## src/design/tcp_pkg.sv

```systemverilog
package tcp_pkg;

  // ************************************************************
  // widths
  // ************************************************************
  localparam int DUTY_W = 10;
  localparam int BYTE_W = 8;
  localparam int Q_W = 2;
  localparam int ADDR_W = 6;
  localparam int DATA_W = 32;
  localparam int NUM_CH = 3;

  // ************************************************************
  // timing
  // ************************************************************
  localparam int TOSC_NS = 10;
  localparam int Q_PER_CYCLE = 4;
  localparam int TIMER_TICK_CYC = (Q_PER_CYCLE * TOSC_NS) / TOSC_NS;
  localparam logic [Q_W-1:0] Q_LAST = Q_W'(TIMER_TICK_CYC - 1);
  localparam logic [Q_W-1:0] Q_ONE = 2'h1;

  // ************************************************************
  // register byte offsets
  // ************************************************************
  localparam logic [ADDR_W-1:0] OFF_CH1_DUTY_HIGH = 6'h00;
  localparam logic [ADDR_W-1:0] OFF_CH1_DUTY_LOW = 6'h04;
  localparam logic [ADDR_W-1:0] OFF_CH2_DUTY_HIGH = 6'h08;
  localparam logic [ADDR_W-1:0] OFF_CH2_DUTY_LOW = 6'h0C;
  localparam logic [ADDR_W-1:0] OFF_CH3_DUTY_HIGH = 6'h10;
  localparam logic [ADDR_W-1:0] OFF_CH3_DUTY_LOW = 6'h14;
  localparam logic [ADDR_W-1:0] OFF_PERIOD_A = 6'h18;
  localparam logic [ADDR_W-1:0] OFF_PERIOD_B = 6'h1C;
  localparam logic [ADDR_W-1:0] OFF_TIMER_A = 6'h20;
  localparam logic [ADDR_W-1:0] OFF_TIMER_B = 6'h24;
  localparam logic [ADDR_W-1:0] OFF_CTRL = 6'h28;
  localparam logic [ADDR_W-1:0] OFF_INT_STATUS = 6'h2C;
  localparam logic [ADDR_W-1:0] OFF_INT_MASK = 6'h30;
  localparam logic [ADDR_W-1:0] CH_STRIDE = 6'h08;
  localparam logic [ADDR_W-1:0] LOW_STEP = 6'h04;

  // ************************************************************
  // fields and reset values
  // ************************************************************
  localparam int DUTY_LO_MSB = 7;
  localparam int DUTY_LO_LSB = 6;
  localparam int SEL_BIT = 5;
  localparam int CTRL_TA_ON = 0;
  localparam int CTRL_TB_ON = 1;
  localparam int CTRL_CASCADE = 2;
  localparam int CTRL_EN_LSB = 3;
  localparam int CTRL_W = 6;
  localparam int STAT_TA = 0;
  localparam int STAT_TB = 1;
  localparam int STAT_W = 2;
  localparam logic [BYTE_W-1:0] PERIOD_RST = 8'hFF;
  localparam logic [BYTE_W-1:0] BYTE_ZERO = 8'h00;
  localparam logic [CTRL_W-1:0] CTRL_RST = 6'h00;
  localparam logic [STAT_W-1:0] STAT_ZERO = 2'h0;
  localparam logic [DUTY_W-1:0] DUTY_ZERO = 10'h000;

endpackage : tcp_pkg

```

## src/design/tcp_tmr_if.sv

```systemverilog
`timescale 1ns/1ps
`default_nettype none
interface tcp_tmr_if;
  import tcp_pkg::*;
  logic roll;
  logic [DUTY_W-1:0] cnt_nxt;
  logic [BYTE_W-1:0] count;
  modport src (output roll, output cnt_nxt, output count);
  modport snk (input roll, input cnt_nxt, input count);
endinterface : tcp_tmr_if
`default_nettype wire

```

## src/design/tcp_timer.sv

```systemverilog
`timescale 1ns/1ps
`default_nettype none
module tcp_timer import tcp_pkg::*; (
  input wire logic ref_clk,
  input wire logic reset,
  input wire logic run,
  input wire logic inc_en,
  input wire logic [Q_W-1:0] q_nxt,
  input wire logic [BYTE_W-1:0] period,
  tcp_tmr_if.src tmr
);

  logic [BYTE_W-1:0] count_r;
  logic [BYTE_W-1:0] count_nxt;
  logic step;

  // ************************************************************
  // count and rollover
  // ************************************************************
  assign step = run & inc_en;
  assign tmr.roll = step & (count_r == period);

  always_comb begin
    if (tmr.roll) begin
      count_nxt = BYTE_ZERO;
    end else if (step) begin
      count_nxt = count_r + 8'h01;
    end else begin
      count_nxt = count_r;
    end
  end

  // combined timer and q phase of the next cycle
  assign tmr.cnt_nxt = tmr.roll ? DUTY_ZERO : {count_nxt, q_nxt};
  assign tmr.count = count_r;

  always_ff @(posedge ref_clk) begin
    if (reset) begin
      count_r <= BYTE_ZERO;
    end else begin
      count_r <= count_nxt;
    end
  end

endmodule : tcp_timer
`default_nettype wire

```

## src/design/tcp_channel.sv

```systemverilog
`timescale 1ns/1ps
`default_nettype none
module tcp_channel import tcp_pkg::*; (
  input wire logic ref_clk,
  input wire logic reset,
  tcp_tmr_if.snk ta,
  tcp_tmr_if.snk tb,
  input wire logic sel_allowed,
  input wire logic enable,
  input wire logic wr_hi,
  input wire logic wr_lo,
  input wire logic [BYTE_W-1:0] wdata,
  output logic [BYTE_W-1:0] rd_hi,
  output logic [BYTE_W-1:0] rd_lo,
  output logic pwm_out
);

  logic [BYTE_W-1:0] hi_m_r;
  logic [1:0] lo_m_r;
  logic sel_m_r;
  logic [BYTE_W-1:0] hi_s_r;
  logic [1:0] lo_s_r;
  logic sel_s_r;
  logic sel;
  logic roll;
  logic [DUTY_W-1:0] cnt;
  logic [DUTY_W-1:0] duty_m;
  logic [DUTY_W-1:0] duty_s;

  // ************************************************************
  // timebase choice
  // ************************************************************
  assign sel = sel_allowed & sel_m_r;
  assign roll = sel ? tb.roll : ta.roll;
  assign cnt = sel ? tb.cnt_nxt : ta.cnt_nxt;
  assign duty_m = {hi_m_r, lo_m_r};
  assign duty_s = {hi_s_r, lo_s_r};

  // ************************************************************
  // master and slave latches
  // ************************************************************
  always_ff @(posedge ref_clk) begin
    if (reset) begin
      hi_m_r <= BYTE_ZERO;
      lo_m_r <= '0;
      sel_m_r <= 1'b0;
    end else begin
      if (wr_hi) begin
        hi_m_r <= wdata;
      end
      if (wr_lo) begin
        lo_m_r <= wdata[DUTY_LO_MSB:DUTY_LO_LSB];
        sel_m_r <= wdata[SEL_BIT];
      end
    end
  end

  always_ff @(posedge ref_clk) begin
    if (reset) begin
      hi_s_r <= BYTE_ZERO;
      lo_s_r <= '0;
      sel_s_r <= 1'b0;
    end else if (roll) begin
      hi_s_r <= hi_m_r;
      lo_s_r <= lo_m_r;
      sel_s_r <= sel_m_r;
    end
  end

  // reads see only the slave copy
  assign rd_hi = hi_s_r;
  assign rd_lo = {lo_s_r, sel_s_r, {SEL_BIT{1'b0}}};

  // ************************************************************
  // output
  // ************************************************************
  always_ff @(posedge ref_clk) begin
    if (reset) begin
      pwm_out <= 1'b0;
    end else if (!enable) begin
      pwm_out <= 1'b0;
    end else if (roll) begin
      pwm_out <= (duty_m != DUTY_ZERO);
    end else if (cnt >= duty_s) begin
      pwm_out <= 1'b0;
    end
  end

endmodule : tcp_channel
`default_nettype wire

```

## src/design/tcp_top.sv

```systemverilog
// The placing of the registers and the Avalon-MM slave port were left to the implementer.
`timescale 1ns/1ps
`default_nettype none
// How it works
// - channel one always runs from timer_a and period_reg_a
// - channel two uses timer_b when its select bit five is set
// - channel three uses timer_b when its select bit five is set
// - period is (period register plus one) times four clocks
// - timers never cascade while any channel is enabled
// - duty is high byte and low register bits seven to six
// - high time equals duty in clock periods
// - zero duty keeps the output low
// - high byte equal to period gives one to four low clocks
// - high byte above period gives full high output
// - writes land in master; rollover copies to slave, output high if duty nonzero
// - duty reads return the slave copy
// - timer equal to period clears on next step, flags new cycle
// - timer flags stay set until software clears them
module tcp_top import tcp_pkg::*; (
  input wire logic ref_clk,
  input wire logic reset,
  input wire logic [ADDR_W-1:0] avs_address,
  input wire logic avs_read,
  input wire logic avs_write,
  input wire logic [DATA_W-1:0] avs_writedata,
  output logic [DATA_W-1:0] avs_readdata,
  output logic avs_waitrequest,
  output logic pwm_out_1,
  output logic pwm_out_2,
  output logic pwm_out_3,
  output logic irq
);

  // ************************************************************
  // decode helpers
  // ************************************************************
  function automatic logic hit(input logic [ADDR_W-1:0] a, input logic [ADDR_W-1:0] off);
    hit = (a == off);
  endfunction : hit

  function automatic logic [ADDR_W-1:0] hi_off(input int ch);
    hi_off = OFF_CH1_DUTY_HIGH + ADDR_W'(ch) * CH_STRIDE;
  endfunction : hi_off

  logic [Q_W-1:0] q_r;
  logic [Q_W-1:0] q_nxt;
  logic qtick;
  logic [BYTE_W-1:0] period_a_r;
  logic [BYTE_W-1:0] period_b_r;
  logic [CTRL_W-1:0] ctrl_r;
  logic [STAT_W-1:0] status_r;
  logic [STAT_W-1:0] mask_r;
  logic [STAT_W-1:0] stat_set;
  logic [STAT_W-1:0] stat_clr;
  logic wait_r;
  logic wr_go;
  logic rd_go;
  logic any_pwm;
  logic cascade_eff;
  logic [DATA_W-1:0] rd_mux;
  logic [NUM_CH-1:0] ch_out;
  logic [NUM_CH-1:0] ch_wr_hi;
  logic [NUM_CH-1:0] ch_wr_lo;
  logic [BYTE_W-1:0] ch_rd_hi [NUM_CH];
  logic [BYTE_W-1:0] ch_rd_lo [NUM_CH];

  tcp_tmr_if tmr_a ();
  tcp_tmr_if tmr_b ();

  // ************************************************************
  // q phase divider, one timer step every four clocks
  // ************************************************************
  assign qtick = (q_r == Q_LAST);
  assign q_nxt = q_r + Q_ONE;

  always_ff @(posedge ref_clk) begin
    if (reset) begin
      q_r <= '0;
    end else begin
      q_r <= q_nxt;
    end
  end

  // ************************************************************
  // timers
  // ************************************************************
  assign any_pwm = |ctrl_r[CTRL_EN_LSB +: NUM_CH];
  assign cascade_eff = ctrl_r[CTRL_CASCADE] & ~any_pwm;

  tcp_timer u_timer_a (
    .ref_clk(ref_clk),
    .reset(reset),
    .run(ctrl_r[CTRL_TA_ON]),
    .inc_en(qtick),
    .q_nxt(q_nxt),
    .period(period_a_r),
    .tmr(tmr_a.src)
  );

  tcp_timer u_timer_b (
    .ref_clk(ref_clk),
    .reset(reset),
    .run(ctrl_r[CTRL_TB_ON]),
    .inc_en(cascade_eff ? tmr_a.roll : qtick),
    .q_nxt(q_nxt),
    .period(period_b_r),
    .tmr(tmr_b.src)
  );

  // ************************************************************
  // channels
  // ************************************************************
  genvar gi;
  generate
    for (gi = 0; gi < NUM_CH; gi++) begin : g_ch
      assign ch_wr_hi[gi] = wr_go & hit(avs_address, hi_off(gi));
      assign ch_wr_lo[gi] = wr_go & hit(avs_address, hi_off(gi) + LOW_STEP);
      tcp_channel u_ch (
        .ref_clk(ref_clk),
        .reset(reset),
        .ta(tmr_a.snk),
        .tb(tmr_b.snk),
        .sel_allowed(gi != 0),
        .enable(ctrl_r[CTRL_EN_LSB + gi]),
        .wr_hi(ch_wr_hi[gi]),
        .wr_lo(ch_wr_lo[gi]),
        .wdata(avs_writedata[BYTE_W-1:0]),
        .rd_hi(ch_rd_hi[gi]),
        .rd_lo(ch_rd_lo[gi]),
        .pwm_out(ch_out[gi])
      );
    end
  endgenerate

  assign pwm_out_1 = ch_out[0];
  assign pwm_out_2 = ch_out[1];
  assign pwm_out_3 = ch_out[2];

  // ************************************************************
  // avalon slave handshake, one wait cycle per access
  // ************************************************************
  assign wr_go = avs_write & ~wait_r;
  assign rd_go = avs_read & ~wait_r;
  assign avs_waitrequest = wait_r;

  always_ff @(posedge ref_clk) begin
    if (reset) begin
      wait_r <= 1'b1;
    end else if (wait_r && (avs_read || avs_write)) begin
      wait_r <= 1'b0;
    end else begin
      wait_r <= 1'b1;
    end
  end

  always_comb begin
    rd_mux = '0;
    for (int i = 0; i < NUM_CH; i++) begin
      if (hit(avs_address, hi_off(i))) begin
        rd_mux[BYTE_W-1:0] = ch_rd_hi[i];
      end
      if (hit(avs_address, hi_off(i) + LOW_STEP)) begin
        rd_mux[BYTE_W-1:0] = ch_rd_lo[i];
      end
    end
    if (hit(avs_address, OFF_PERIOD_A)) begin
      rd_mux[BYTE_W-1:0] = period_a_r;
    end
    if (hit(avs_address, OFF_PERIOD_B)) begin
      rd_mux[BYTE_W-1:0] = period_b_r;
    end
    if (hit(avs_address, OFF_TIMER_A)) begin
      rd_mux[BYTE_W-1:0] = tmr_a.count;
    end
    if (hit(avs_address, OFF_TIMER_B)) begin
      rd_mux[BYTE_W-1:0] = tmr_b.count;
    end
    if (hit(avs_address, OFF_CTRL)) begin
      rd_mux[CTRL_W-1:0] = ctrl_r;
    end
    if (hit(avs_address, OFF_INT_STATUS)) begin
      rd_mux[STAT_W-1:0] = status_r;
    end
    if (hit(avs_address, OFF_INT_MASK)) begin
      rd_mux[STAT_W-1:0] = mask_r;
    end
  end

  always_ff @(posedge ref_clk) begin
    if (reset) begin
      avs_readdata <= '0;
    end else if (wait_r && avs_read) begin
      avs_readdata <= rd_mux;
    end
  end

  // ************************************************************
  // configuration registers
  // ************************************************************
  always_ff @(posedge ref_clk) begin
    if (reset) begin
      period_a_r <= PERIOD_RST;
      period_b_r <= PERIOD_RST;
    end else begin
      if (wr_go && hit(avs_address, OFF_PERIOD_A)) begin
        period_a_r <= avs_writedata[BYTE_W-1:0];
      end
      if (wr_go && hit(avs_address, OFF_PERIOD_B)) begin
        period_b_r <= avs_writedata[BYTE_W-1:0];
      end
    end
  end

  always_ff @(posedge ref_clk) begin
    if (reset) begin
      ctrl_r <= CTRL_RST;
      mask_r <= STAT_ZERO;
    end else begin
      if (wr_go && hit(avs_address, OFF_CTRL)) begin
        ctrl_r <= avs_writedata[CTRL_W-1:0];
      end
      if (wr_go && hit(avs_address, OFF_INT_MASK)) begin
        mask_r <= avs_writedata[STAT_W-1:0];
      end
    end
  end

  // ************************************************************
  // timer flags and interrupt
  // ************************************************************
  always_comb begin
    stat_set = STAT_ZERO;
    stat_set[STAT_TA] = tmr_a.roll;
    stat_set[STAT_TB] = tmr_b.roll;
  end

  assign stat_clr = (rd_go && hit(avs_address, OFF_INT_STATUS)) ? ~STAT_ZERO : STAT_ZERO;

  always_ff @(posedge ref_clk) begin
    if (reset) begin
      status_r <= STAT_ZERO;
    end else begin
      status_r <= (status_r & ~stat_clr) | stat_set;
    end
  end

  always_ff @(posedge ref_clk) begin
    if (reset) begin
      irq <= 1'b0;
    end else begin
      irq <= |(status_r & mask_r);
    end
  end

endmodule : tcp_top
`default_nettype wire

```

## config.mk

```make
export PLATFORM = sky130hd
export DESIGN_NAME = tcp_top
export DESIGN_NICKNAME = d
export VERILOG_FILES = /design/src/design/tcp_pkg.sv /design/src/design/tcp_tmr_if.sv /design/src/design/tcp_timer.sv /design/src/design/tcp_channel.sv /design/src/design/tcp_top.sv
export SDC_FILE = /design/constraint.sdc
export NUM_CORES = 1
export LEC_CHECK = 0
export BUFFER_PORTS_ARGS = -buffer_cell sky130_fd_sc_hd__buf_2
export CAP_MARGIN = 15
export CORE_MARGIN = 3
export CORE_UTILIZATION = 45
export DETAILED_ROUTE_END_ITERATION = 12
export PLACE_DENSITY = 0.66
export SLEW_MARGIN = 20
export SYNTH_ARGS = -nofsm -noshare
export SYNTH_HDL_FRONTEND = slang
export SYNTH_SLANG_ARGS = --single-unit
```

## constraint.sdc

```tcl
create_clock -name ref_clk -period 3.2 [get_ports ref_clk]
set_input_delay 0 -clock ref_clk [delete_from_list [all_inputs] [get_ports ref_clk]]
set_output_delay 0 -clock ref_clk [all_outputs]
set_load 0.02 [all_outputs]
```

; After elaboration in Yosys (flattened, before gate mapping)
; Index checks and enable logic that the tools add are counted.
; Widths: inputs -> output; s select.
[word_totals]
register_bits = 123
wordCells = 127
[op_classes]
add_sub_neg = 3
order_cmp = 3
eq_ne = 15
n_mux = 32
n_bitwise = 22
reduce_logical = 20
[op_table]
columns = op, count
row1 = $mux 8, 14
row2 = $mux 10, 4
row3 = $eq 6x6->1 const B, 5
row4 = $ge 10x10->1, 3
row5 = $reduce_bool 10->1, 3
row6 = $eq 6x5->1 const B, 4
row7 = $add 8x1->8 const B, 2
row8 = $eq 8x8->1, 2
row9 = $and 1x1->1, 13
row10 = $eq 6x4->1 const B, 2
row11 = $mux 1, 10
row12 = $reduce_or 2->1, 4
row13 = $logic_and 1x1->1, 7
row14 = $eq 6x3->1 const B, 1
row15 = $logic_not 6->1, 1
row16 = $mux 2, 3
row17 = $mux 6, 1
row18 = $reduce_bool 2->1, 3
row19 = $not 1->1, 5
row20 = $and 2x2->2, 2
row21 = $reduce_or 3->1, 1
row22 = $add 2x1->2 const B, 1
row23 = $eq 2x2->1 const B, 1
row24 = $not 2->2, 1
row25 = other kinds (2), 2

; Logic depth before layout (Yosys ltp)
; Gate-level depths: netlist (run 1).
[logic_depth]
ltp_word = 14
depth_mapped = 14

; Hierarchy
; From an unflattened synthesis (run 1), not the netlist that was laid out.
[hier_totals]
cells_unflattened = 818
area_unflattened_um2 = 7373.3
[modules_own_cells]
columns = module, n_inst, cells_per_inst, area_per_inst_um2, seq_area_each_um2
row1 = tcp_channel, 3, 133, 1275.0, 460.4
row2 = tcp_top, 1, 303, 2537.4, 760.7
row3 = tcp_timer, 2, 58, 505.5, 160.2

; Worst setup path after synthesis (run 1)
; No wires, ideal clock.
[synth_timing]
kind = reg-to-reg
from = register q_r[0]
to = register g_ch[0].u_ch.pwm_out
setup_time_ns = 0.091
arrival_time_ns = 2.991
slack_ns = 0.118
stages_incl_launch_ff = 15
period_less_slack_ns = 3.082
path_cell_list = dfxtp_1 ha_1 nand2_1 nor2b_1 clkbuf_1 nand3_2 clkbuf_1 nand2_1 inv_1 ha_1 a21o_1 a2111oi_0 o21ai_0 a31o_2 a311oi_1
[synth_between]
elab_chain_len = 7
word_cells_on_any_way = 10
cone_classes = add/sub: 1 / order compare: 1 / eq/ne: 1 / mux: 4 / bitwise: 2 / reduce/logical: 1
[synth_rtl]
columns = item, line_no
row1 = from (decl), tcp_top.sv:45  ; logic [Q_W-1:0] q_r;
row2 = from (signal assigned), tcp_top.sv:80  ; q_r <= q_nxt;
row3 = $eq 2x2->1, tcp_top.sv:73  ; assign qtick = (q_r == Q_LAST);
row4 = $and 1x1->1, tcp_timer.sv:20  ; assign step = run & inc_en;
row5 = $mux 8 or $and 1x1->1 (tied branches), "tcp_timer.sv:26, tcp_timer.sv:21"
row6 = $mux 8, tcp_timer.sv:24  ; if (tmr.roll) begin
row7 = $mux 10, tcp_timer.sv:34  ; assign tmr.cnt_nxt = tmr.roll ? DUTY_ZERO : {count_nxt, q_nxt};
row8 = $ge 10x10->1, tcp_channel.sv:84  ; end else if (cnt >= duty_s) begin
row9 = $reduce_bool 2->1 (no line), n/a
row10 = to (signal assigned), tcp_channel.sv:83  ; pwm_out <= (duty_m != DUTY_ZERO);
row11 = to (decl), tcp_channel.sv:15  ; output logic pwm_out
; Parallel ways exist; a longest one is shown, timed or not.
; A chain may end at the register's enable or synchronous reset.

; Final worst setup path (run 1)
[layout_timing]
from = register u_timer_a.count_r[0] (netlist: u_timer_a.tmr.count[0])
to = register g_ch[0].u_ch.pwm_out
[layout_between]
elab_chain_len = 6
word_cells_on_any_way = 9
cone_classes = add/sub: 1 / order compare: 1 / eq/ne: 1 / mux: 4 / bitwise: 1 / reduce/logical: 1
[layout_rtl]
columns = item, line_no
row1 = from (decl), tcp_timer.sv:13  ; logic [BYTE_W-1:0] count_r;
row2 = from (signal assigned), tcp_timer.sv:41  ; count_r <= count_nxt;
row3 = $add 8x1->8 or $eq 8x8->1 (tied branches), "tcp_timer.sv:27, tcp_timer.sv:21"
row4 = $mux 8 or $and 1x1->1 (tied branches), "tcp_timer.sv:26, tcp_timer.sv:21"
row5 = $mux 8, tcp_timer.sv:24
row6 = $mux 10, tcp_timer.sv:34
row7 = $ge 10x10->1, tcp_channel.sv:84
row8 = $reduce_bool 2->1 (no line), n/a
; Parallel ways exist; a longest one is shown, timed or not.

==> results.json, run 1 <==
{
  "outcome": "finished, final reports clean",
  "drc": 0,
  "critPathCaptureType": "register",
  "pre_cts_ws_ps": 197.1,
  "n_fill_cell": 1466,
  "cp_slowest_cell": "a2111oi_1",
  "total_power_mw": 3.836,
  "antenna_found_initial": 1,
  "syn_area_mm2": 0.007254,
  "synthToLayoutAreaGrowth_pct": 15.75,
  "clkPwrFrac_pct": 52.2,
  "crit_type": "reg2reg",
  "grt_max_degree": 47,
  "ant_nets": 0,
  "power_leakage_nw": 3.328,
  "finalInstanceArea_mm2": 0.008397,
  "arrival_ps": 3470,
  "layout_setup_ws_ps": 69.04,
  "routed_wl_um": 23200,
  "numCtsBuffers": 17,
  "r2r_setup_slack_ps": 70,
  "via_per_inst": 5.895,
  "grt_pass1_vias": 6105,
  "power_frac_comb_pct": 7.3,
  "die_height_um": 133.0,
  "cts_root_buf": "clkbuf_16",
  "grt_pass1_wl_um": 35570,
  "p_per_area_mw_per_mm2": 456.8,
  "syn_avg_cell_area_um2": 8.007,
  "fp.dieW_um": 133.0,
  "path_depth": 11,
  "rsz0062_at_grt": "false",
  "setup.worst_path.start_class": "register",
  "synth_edf_count": 0,
  "htree_num_levels": 4,
  "start_util_pct": 46.85,
  "clock_path_buffers": 2,
  "drtIter0Drc": 804,
  "worstHoldPathType": "in2reg",
  "drv_slew": 0,
  "grt-ovfl-total": 0,
  "vias": 6939,
  "diodes": 0,
  "reg2regPathDepth": 11,
  "finClkSkew_ps": 9.115,
  "required_ps": 3540,
  "clk_latency_ps": 430,
  "p_seq_share_pct": 40.5,
  "path_delay_family": "compound AO/OA/AOI/OAI gates",
  "p_switching_mw": 1.025,
  "fmaxAchievable_mhz": 319.4,
  "worst_pin_slew_ps": 855.4,
  "async_flop_share_pct": 0,
  "internal_power_mw": 2.811,
  "synthCells": 906,
  "drive_gt1_share_pct": 14.80,
  "r2r_end": "g_ch[0].u_ch.pwm_out",
  "fin_crit_sh_pct": 97.84,
  "clk_pin_slew_ps": 60,
  "period_minus_slack_ps": 3131,
  "yosysSeqAreaShare_pct": 33.94,
  "reg2reg_from": "u_timer_a.tmr.count[0]",
  "core_area_mm2": 0.01548,
  "cp_max_fo": 7,
  "rows": 45,
  "synthFlopType": "dfxtp_1",
  "cts_tree": "built",
  "ys_warn_count": 0,
  "place_hpwl_um": 16610,
  "ys_seq_elements": 123,
  "finalWeightedCongestion": 0.9021,
  "synth_cell_types": 71,
  "routedWlPerCell_um": 19.71,
  "grt_use_total_pct": 26.10,
  "setup_tns_ps": 0,
  "pin_count": 79,
  "drtPass1Iterations": 5,
  "max_stage_delay_ps": 460,
  "ir_worst_vdd_v": 0.0004693,
  "crit_end": "g_ch[0].u_ch.pwm_out",
  "finalSetupViolations": 0,
  "hold_violations": 0,
  "switching_share_pct": 26.71,
  "placed_area_mm2": 0.007631,
  "die_area_mm2": 0.01768,
  "cap_violations": 0,
  "fin_nets": 1028,
  "clock_sinks": 123,
  "critical_path_buf_inv_count": 1,
  "crit_chain": "xnor2_1 -> and4_2 -> nand3_2 -> nand2_1 -> inv_1 -> ha_1 -> a21o_1 -> a2111oi_1 -> o21ai_1 -> a31o_2 -> a311oi_1",
  "cp-startpoint": "u_timer_a.tmr.count[0]",
  "max_slew_margin_pct": 42.89,
  "numPortBuffers": 30
}
layout by cell type, fill, tap and decap left out, types with 30 or more instances in the layout:
cell type and n:
o21ai_0 32, nand3_1 57, inv_1 44, dfxtp_1 122, buf_4 44, ha_1 32
mux2i_1 45, buf_2 30, nand2_1 165, nor2_1 39, a21oi_1 77
tightest hold or removal path: cells and delay by family:
kind | cells | cell delay, ps
AOI/OAI and AO/OA | 1 | 80
buffers and inverters | 1 | 130
and+or+nand+nor | 2 | 180
cells by family (layout without fill, tap and decap cells):
group	after synthesis	in the layout	synth area share, %
other cells	1	24	0.05169
flops	123	123	33.94
compound gates	185	185	16.01
xor+xnor	23	23	2.777
buf+inv	127	164	8.658
simple gates	361	361	24.80
fa+ha+maj	33	33	5.692
mux	53	53	8.072
sequential cells by signal (all words and copies together), names as in the netlist:
signal	flops
avs_readdata	8
avs_waitrequest	1
ctrl_r	6
g_ch.u_ch.hi_m_r	24
g_ch.u_ch.lo_m_r	6
g_ch.u_ch.lo_s_r	6
g_ch.u_ch.pwm_out	3
g_ch.u_ch.rd_hi	24
g_ch.u_ch.sel_m_r	3
g_ch.u_ch.sel_s_r	3
irq	1
mask_r	2
period_a_r	8
period_b_r	8
q_r	2
status_r	2
u_timer_a.tmr.count	8
u_timer_b.tmr.count	8
what timing repair did:
action | 4_1_cts | 5_1_grt
setup buffers | 0 | 2
gates resized for setup | 0 | 10
endpoints found under the setup margin | 0 | 3
hold buffers | 12 | 0
endpoints found under the hold margin | 46 | 0
per-layer routing:
layer | wire (um) | vias to the layer above | GRT usage, %
met5 | 7 | - | 0
met4 | 846 | 2 | 10.22
met3 | 2137 | 65 | 5.247
met2 | 9828 | 356 | 36.88
met1 | 10380 | 3273 | 38.70
li1 | - | 3243 | -
per-stage QoR:
step                util (%)  cells  hold slack [ps]
global route           54.23   1177            28.58
detailed placement     49.28   1131            217.7
CTS                    53.96   1175            3.211
floorplan                  -    929            115.9
global placement       49.28   1131            219.5
finish                 54.23   1177            28.67
final cells by class:
class                      instances  area [um^2]  share of cell area (%)
sequential                       123         2464                   29.34
clock inverter                    15        177.7                   2.116
multi-input combinational        679         4277                   50.93
clock buffer                      17        425.4                   5.066
tap                              211        264.0                   3.144
timing repair buffer              87        620.6                   7.391
inverter                          45        168.9                   2.012
synthesized netlist by cell type, types with 3 or more instances:
cell type | n | area (um^2)
nor2b_1 | 8 | 50.05
nor2_1 | 39 | 146.4
nor4_4 | 3 | 63.81
ha_1 | 33 | 412.9
o22ai_1 | 12 | 75.07
a21oi_1 | 77 | 385.4
o211ai_1 | 5 | 37.54
or3_1 | 5 | 31.28
mux2i_1 | 45 | 450.4
a211oi_1 | 3 | 22.52
nand3_1 | 57 | 285.3
inv_1 | 45 | 168.9
a31oi_1 | 8 | 50.05
buf_1 | 3 | 11.26
o21ai_0 | 34 | 170.2
nand2b_1 | 7 | 43.79
o221ai_1 | 7 | 61.31
and3_1 | 10 | 62.56
buf_4 | 24 | 180.2
and4_1 | 4 | 35.03
nor4b_1 | 3 | 26.28
buf_2 | 13 | 65.06
nand4_1 | 7 | 43.79
mux4_2 | 4 | 90.09
a22oi_1 | 8 | 60.06
and2_1 | 6 | 37.54
dfxtp_1 | 123 | 2462
buf_6 | 3 | 33.78
nor4_1 | 13 | 81.33
a21o_1 | 3 | 22.52
xor2_1 | 13 | 113.9
nand2_1 | 165 | 619.3
nor3_1 | 12 | 60.06
clkbuf_1 | 37 | 138.9
xnor2_1 | 10 | 87.58
mux2_2 | 4 | 45.04
worst min path at each step:
| stage | startpoint | depth (start not counted) | end |
|---|---|---|---|
| CTS | avs_address[1] | 4 | avs_readdata[2] |
| detailed placement | avs_write | 2 | avs_waitrequest |
| global route | avs_address[1] | 4 | avs_readdata[2] |
| floorplan | avs_write | 1 | avs_waitrequest |
| global placement | avs_write | 2 | avs_waitrequest |
| finish | avs_address[1] | 4 | avs_readdata[2] |
power by group through the flow:
stage | Sequential [mW] | Combinational (mW) | Clock [mW]
detailed placement | 1.59 | 0.257 | 0
finish | 1.55 | 0.280 | 2.00
global placement | 1.59 | 0.258 | 0
CTS | 1.55 | 0.270 | 2.02
global route | 1.55 | 0.296 | 2.09
floorplan | 1.59 | 0.186 | 0
Power figures use the tool's default switching activity.
==> run 2: changes to the inputs <==
Settings changed: ABC_AREA set to 1, PLACE_DENSITY 0.66 to 0.67.
==> run 2 against run 1 <==
  * Global-route usage down 0.86 points
  * Power decreased by 1.4%
  * Wire length down 12%
  * Critical path depth is 9 higher
  * Worst setup slack better by 120 ps
  * Register-to-register slack better by 120 ps
  * Clock power hardly changed
  * Largest cell class unchanged
==> results.json, run 2 <==
{
  "routedWlPerCell_um": 16.60,
  "synth_edf_count": 0,
  "hold_end": "q_r[0]",
  "cap_violations": 0,
  "syn_area_mm2": 0.006748,
  "max_slew_margin_pct": 61.31,
  "clock_path_buffers": 2,
  "cp_max_fo": 7,
  "routed_wl_um": 20450,
  "r2r_end": "g_ch[2].u_ch.pwm_out",
  "grt_pass1_vias": 5789,
  "crit_type": "reg2reg",
  "die_height_um": 128.5,
  "fin_crit_sh_pct": 93.95,
  "finClkSkew_ps": 8.130,
  "crit_chain": "ha_4 -> nand2_4 -> nor2_4 -> nand2_1 -> nor2_1 -> nand3_1 -> nand2_2 -> nand2_4 -> nor2_8 -> clkinvlp_4 -> o211ai_1 -> o21ai_1 -> ha_1 -> nand2_2 -> nor2_2 -> o211ai_1 -> o2111ai_1 -> nor2_1 -> nand4_1 -> a21oi_2",
  "drive_gt1_share_pct": 12.60,
  "cts_root_buf": "clkbuf_16",
  "pre_cts_ws_ps": 140.3,
  "whs_path_depth": 3,
  "drtIter0Drc": 631,
  "reg2reg_from": "q_r[0]",
  "arrival_ps": 3360,
  "drv_slew": 0,
  "layout_common_cells": "nand2_1 (173), nor2_1 (151), dfxtp_1 (115)",
  "r2r_setup_slack_ps": 190,
  "yosysSeqAreaShare_pct": 36.49,
  "numPortBuffers": 30,
  "multiInputGateArea_mm2": 0.003655,
  "yosysTopAreaCell": "dfxtp_1",
  "netlist_top_cells_area": "dfxtp_1 (36%), nand2_1 (9.9%), nor2_1 (8.5%)",
  "cp_slowest_cell": "dfxtp_4",
  "grt_pass1_wl_um": 31870,
  "p_per_area_mw_per_mm2": 479.5,
  "core_area_mm2": 0.01459,
  "period_minus_slack_ps": 3007,
  "drc": 0,
  "ir_worst_vdd_v": 0.0004134,
  "clk_pin_slew_ps": 60,
  "rows": 44,
  "setup_tns_ps": 0,
  "synth_top_cell_area_share_pct": 36.49,
  "drtPass1Iterations": 5,
  "numCtsBuffers": 17,
  "clock_sinks": 123,
  "ys_seq_elements": 123,
  "setup.worst_path.start_class": "register",
  "synth_cell_types": 37,
  "fin_nets": 1111,
  "ys_warn_count": 0,
  "power_leakage_nw": 3.483,
  "die_area_mm2": 0.01650,
  "ant_nets": 0,
  "grt_use_total_pct": 25.23,
  "hold_violations": 0,
  "diodes": 0,
  "register_area_mm2": 0.002475,
  "critPathCaptureType": "register",
  "finalWeightedCongestion": 0.9549,
  "worst_pin_slew_ps": 579.5,
  "vias": 6461,
  "grt-ovfl-total": 0,
  "required_ps": 3560,
  "dp_cells": 1186,
  "synthCells": 979,
  "antenna_found_initial": 0,
  "holdWs_ps": 96.02,
  "synthToLayoutAreaGrowth_pct": 16.91,
  "grt_max_degree": 40,
  "synth.most_common_cell": "nand2_1",
  "total_power_mw": 3.783,
  "ys_top_cells_by_count": "nand2_1 (178), nor2_1 (153), dfxtp_1 (123), inv_1 (115), o21ai_0 (96)",
  "layout_setup_ws_ps": 193.5,
  "reg2regPathDepth": 20,
  "worstHoldPathType": "in2reg",
  "cts_tree": "built",
  "async_flop_share_pct": 0,
  "finalSetupViolations": 0,
  "instances_no_fill": 1232,
  "place_hpwl_um": 15220,
  "start_util_pct": 46.25,
  "syn_avg_cell_area_um2": 6.892,
  "via_per_inst": 5.244,
  "clk_latency_ps": 420,
  "min_from": "reset",
  "synthFlopType": "dfxtp_1",
  "fmaxAchievable_mhz": 332.6,
  "n_fill_cell": 1422,
  "outcome": "finished, final reports clean",
  "final_common_cell": "nand2_1",
  "pin_count": 79,
  "fp.dieW_um": 128.5,
  "htree_num_levels": 4,
  "max_stage_delay_ps": 360
}
run 2: logic make-up (layout without fill, tap and decap cells):
family | Yosys count | after routing | share of synthesized area (%)
AND/OR/NAND/NOR | 427 | 427 | 27.20
AO/OA/AOI/OAI | 207 | 207 | 16.39
buffers and inverters | 171 | 217 | 11.51
flip-flops | 123 | 123 | 36.49
adder cells (fa/ha/maj) | 33 | 33 | 6.119
XOR/XNOR | 16 | 16 | 2.077
other | 1 | 24 | 0.05557
multiplexers | 1 | 1 | 0.1483
run 2: worst max-delay path by stage:
stage,cells after the start,end,from,slack (ps)
floorplan,21,g_ch[2].u_ch.pwm_out,q_r[0],570
global placement,20,g_ch[2].u_ch.pwm_out,q_r[0],210
detailed placement,21,g_ch[2].u_ch.pwm_out,q_r[0],140
CTS,21,g_ch[2].u_ch.pwm_out,q_r[0],120
global route,20,g_ch[2].u_ch.pwm_out,q_r[0],-10
finish,20,g_ch[2].u_ch.pwm_out,q_r[0],190
run 2: critical path, delay by kind of cell (launching register included):
family | cells | cell delay (ps)
simple gates | 12 | 1170
fa+ha+maj | 2 | 480
compound gates | 5 | 740
buf+inv | 1 | 170
flops | 1 | 360
run 2: layer usage:
metal	GRT usage, %	wire length [um]	up-vias	part of all wire (%)
met3	5.355	1334	33	6.5
met4	8.552	482	0	2.4
met1	35.87	9756	2936	48
met5	0	0	-	0
met2	38.03	8879	210	43
li1	-	-	3282	-
run 2: per-stage QoR:
step	area (um^2)	util (%)
2_1_floorplan	6834	-
3_5_place_dp	7053	48.34
5_1_grt	7889	54.07
4_1_cts	7780	53.33
6_report	7889	54.07
3_3_place_gp	7053	48.34
run 2: timing repair:
item                                   4_1_cts  5_1_grt
setup buffers                                0        4
hold buffers                                11        0
setup endpoints to repair                    0        3
resized for setup                            0       36
endpoints found under the hold margin       33        0
run 2: power breakdown:
part	switching, mW	internal [mW]	total, mW	leakage [nW]
Combinational	0.153	0.0641	0.217	2.20
Sequential	0.00707	1.54	1.55	0.995
Clock	0.701	1.32	2.02	0.292
run 2: area by class of cell:
class                   count  area share, %
well taps                 184          2.918
flip-flops and latches    123          31.37
clock buffers              20          5.662
inverters                 118          5.694
clock inverters            11          2.157
multi-input cells         708          46.33
repair buffers             68          5.868
==> run 3: changes to the inputs <==
Settings changed: CORE_UTILIZATION 45 to 53, PLACE_DENSITY 0.67 to 0.76, SETUP_SLACK_MARGIN set to 0.05.
==> run 3 against run 2 <==
  * Maximum frequency fell by 0.66%
  * Sequential power hardly changed
  * Non-clock buffer count increased by 4
  * Via count up 3.6%
  * First-iteration DRC count increased by 11%
  * Highest routed layer unchanged
  * Largest power group unchanged
  * Sequential cell count stayed put
  * Worst setup slack worse by 20 ps
  * Combinational power increased by 3%
  * Register-to-register slack worse by 20 ps
  * Power fell by 3.9%
  * Final area increased by 0.40%
==> results.json, run 3 (synthesis gave the netlist of run 2 again) <==
{
  "cts_tree": "built",
  "die_height_um": 118.8,
  "instances_no_fill": 1221,
  "finalSetupViolations": 0,
  "grt_max_degree": 54,
  "place_hpwl_um": 15120,
  "cp_max_fo": 6,
  "crit_chain": "ha_4 -> nand2_4 -> nor2_4 -> nand2_1 -> nor2_2 -> nand3_2 -> nand2_2 -> nand2_4 -> nor2_8 -> clkinvlp_4 -> o211ai_1 -> buf_4 -> o21ai_1 -> buf_4 -> ha_4 -> nand2_2 -> nor2_2 -> o211ai_1 -> o2111ai_1 -> nor2_1 -> nand4_1 -> a21oi_2",
  "clock_path_buffers": 2,
  "grt_use_total_pct": 30.14,
  "die_area_mm2": 0.01412,
  "drive_gt1_share_pct": 13.68,
  "grt-ovfl-total": 0,
  "vias": 6695,
  "max_slew_margin_pct": 53.25,
  "holdWs_ps": 57.59,
  "core_area_mm2": 0.01221,
  "layout_common_cells": "nand2_1 (173), nor2_1 (149), dfxtp_1 (118)",
  "ir_worst_vdd_v": 0.0005093,
  "cts_root_buf": "clkbuf_16",
  "max_stage_delay_ps": 350,
  "crit_type": "reg2reg",
  "finalWeightedCongestion": 1.016,
  "clock_sinks": 123,
  "synthToLayoutAreaGrowth_pct": 17.37,
  "numPortBuffers": 30,
  "numCtsBuffers": 17,
  "dp_cells": 1171,
  "finClkSkew_ps": 12.09,
  "cap_violations": 0,
  "fmaxAchievable_mhz": 330.4,
  "fp.dieW_um": 118.8,
  "drtIter0Drc": 699,
  "n_fill_cell": 1125,
  "arrival_ps": 3390,
  "drv_slew": 0,
  "fin_nets": 1115,
  "drc": 0,
  "routedWlPerCell_um": 17.33,
  "setup.worst_path.start_class": "register",
  "antenna_found_initial": 0,
  "ant_nets": 0,
  "pin_count": 79,
  "cp_slowest_cell": "dfxtp_2",
  "required_ps": 3570,
  "worst_pin_slew_ps": 700.2,
  "rows": 40,
  "total_power_mw": 3.635,
  "final_common_cell": "nand2_1",
  "post-route-util_pct": 64.86,
  "period_minus_slack_ps": 3027,
  "drtPass1Iterations": 5,
  "fin_crit_sh_pct": 94.58,
  "outcome": "finished, final reports clean",
  "hold_violations": 0,
  "routed_wl_um": 21160,
  "critPathCaptureType": "register",
  "diodes": 0,
  "grt_pass1_vias": 6061,
  "grt_pass1_wl_um": 32670,
  "via_per_inst": 5.483,
  "clk_pin_slew_ps": 60,
  "clk_latency_ps": 430,
  "start_util_pct": 55.26,
  "power_leakage_nw": 3.518,
  "worstHoldPathType": "in2reg",
  "htree_num_levels": 4,
  "p_per_area_mw_per_mm2": 459.0
}
==> run 3: changes by cell type in the layout (fill, tap and decap cells not counted), moves of 2 or more <==
| cell | before | now |
|---|---|---|
| nor2_1 | 151 | 149 |
| inv_2 | 4 | 6 |
| inv_1 | 111 | 109 |
| bufinv_16 | 4 | 1 |
| inv_6 | 0 | 3 |
| dfxtp_1 | 115 | 118 |
| dfxtp_2 | 7 | 5 |
| a21oi_1 | 76 | 74 |
| a21oi_2 | 3 | 5 |
| buf_4 | 27 | 29 |
==> run 3: final timing paths <==
kind	startpoint	end	slack, ps	cells after the start
worst max-delay path	q_r[1]	g_ch[1].u_ch.pwm_out	170	22
worst max register to register	q_r[1]	g_ch[1].u_ch.pwm_out	170	22
worst min-delay path	reset	q_r[0]	60	3
worst min register to register	mask_r[1]	irq	450	2
==> run 3: through the flow <==
| stage | setup WS, ps | area (um^2) | TNS (ps) |
|---|---|---|---|
| after floorplan | 568.7 | 6834 | 0 |
| after global placement | 173.4 | 7053 | 0 |
| after detailed placement | 95.79 | 7053 | 0 |
| after CTS | 69.14 | 7735 | 0 |
| after global routing | -3.739 | 7920 | -3.739 |
| final | 173.4 | 7920 | 0 |
==> run 3: final cells by class <==
cell class                      instances  area (um^2)  area share [%]
Timing Repair Buffer                   72        509.2           6.430
Inverter                              118        449.2           5.671
Tap cell                              168        210.2           2.654
Clock inverter                         12        115.1           1.453
Sequential cell                       123         2469           31.17
Multi-Input combinational cell        708         3711           46.86
Clock buffer                           20        456.7           5.766
==> run 3: worst max-delay path: cells and delay by family (launching register included) <==
| family | cells | cell delay, ps |
|---|---|---|
| adders and majority gates | 2 | 360 |
| DFF | 1 | 350 |
| buffers and inverters | 3 | 500 |
| AOI/OAI and AO/OA | 5 | 620 |
| and+or+nand+nor | 12 | 1120 |
==> run 3: what timing repair did <==
action                     4_1_cts  5_1_grt
hold endpoints to repair        29        0
hold buffers                    11        0
resized for setup                0       46
setup buffers                    0        7
setup endpoints to repair        0        3
==> run 3: where the power goes <==
part | total [mW] | internal, mW | leakage [nW] | switching [mW]
registers | 1.55 | 1.54 | 0.995 | 0.00681
clock network | 1.86 | 1.11 | 0.273 | 0.750
logic | 0.224 | 0.0655 | 2.25 | 0.158
total | 3.64 | 2.72 | 3.52 | 0.915
==> run 3: metal layers <==
metal | GRT usage, % | wire [um] | share of wire, % | up-vias
li1 | - | - | - | 3291
met1 | 42.34 | 9641 | 46 | 3078
met2 | 44.76 | 9166 | 43 | 272
met3 | 7.075 | 1696 | 8.0 | 54
met4 | 11.88 | 657 | 3.1 | 0
met5 | 0 | 0 | 0 | -
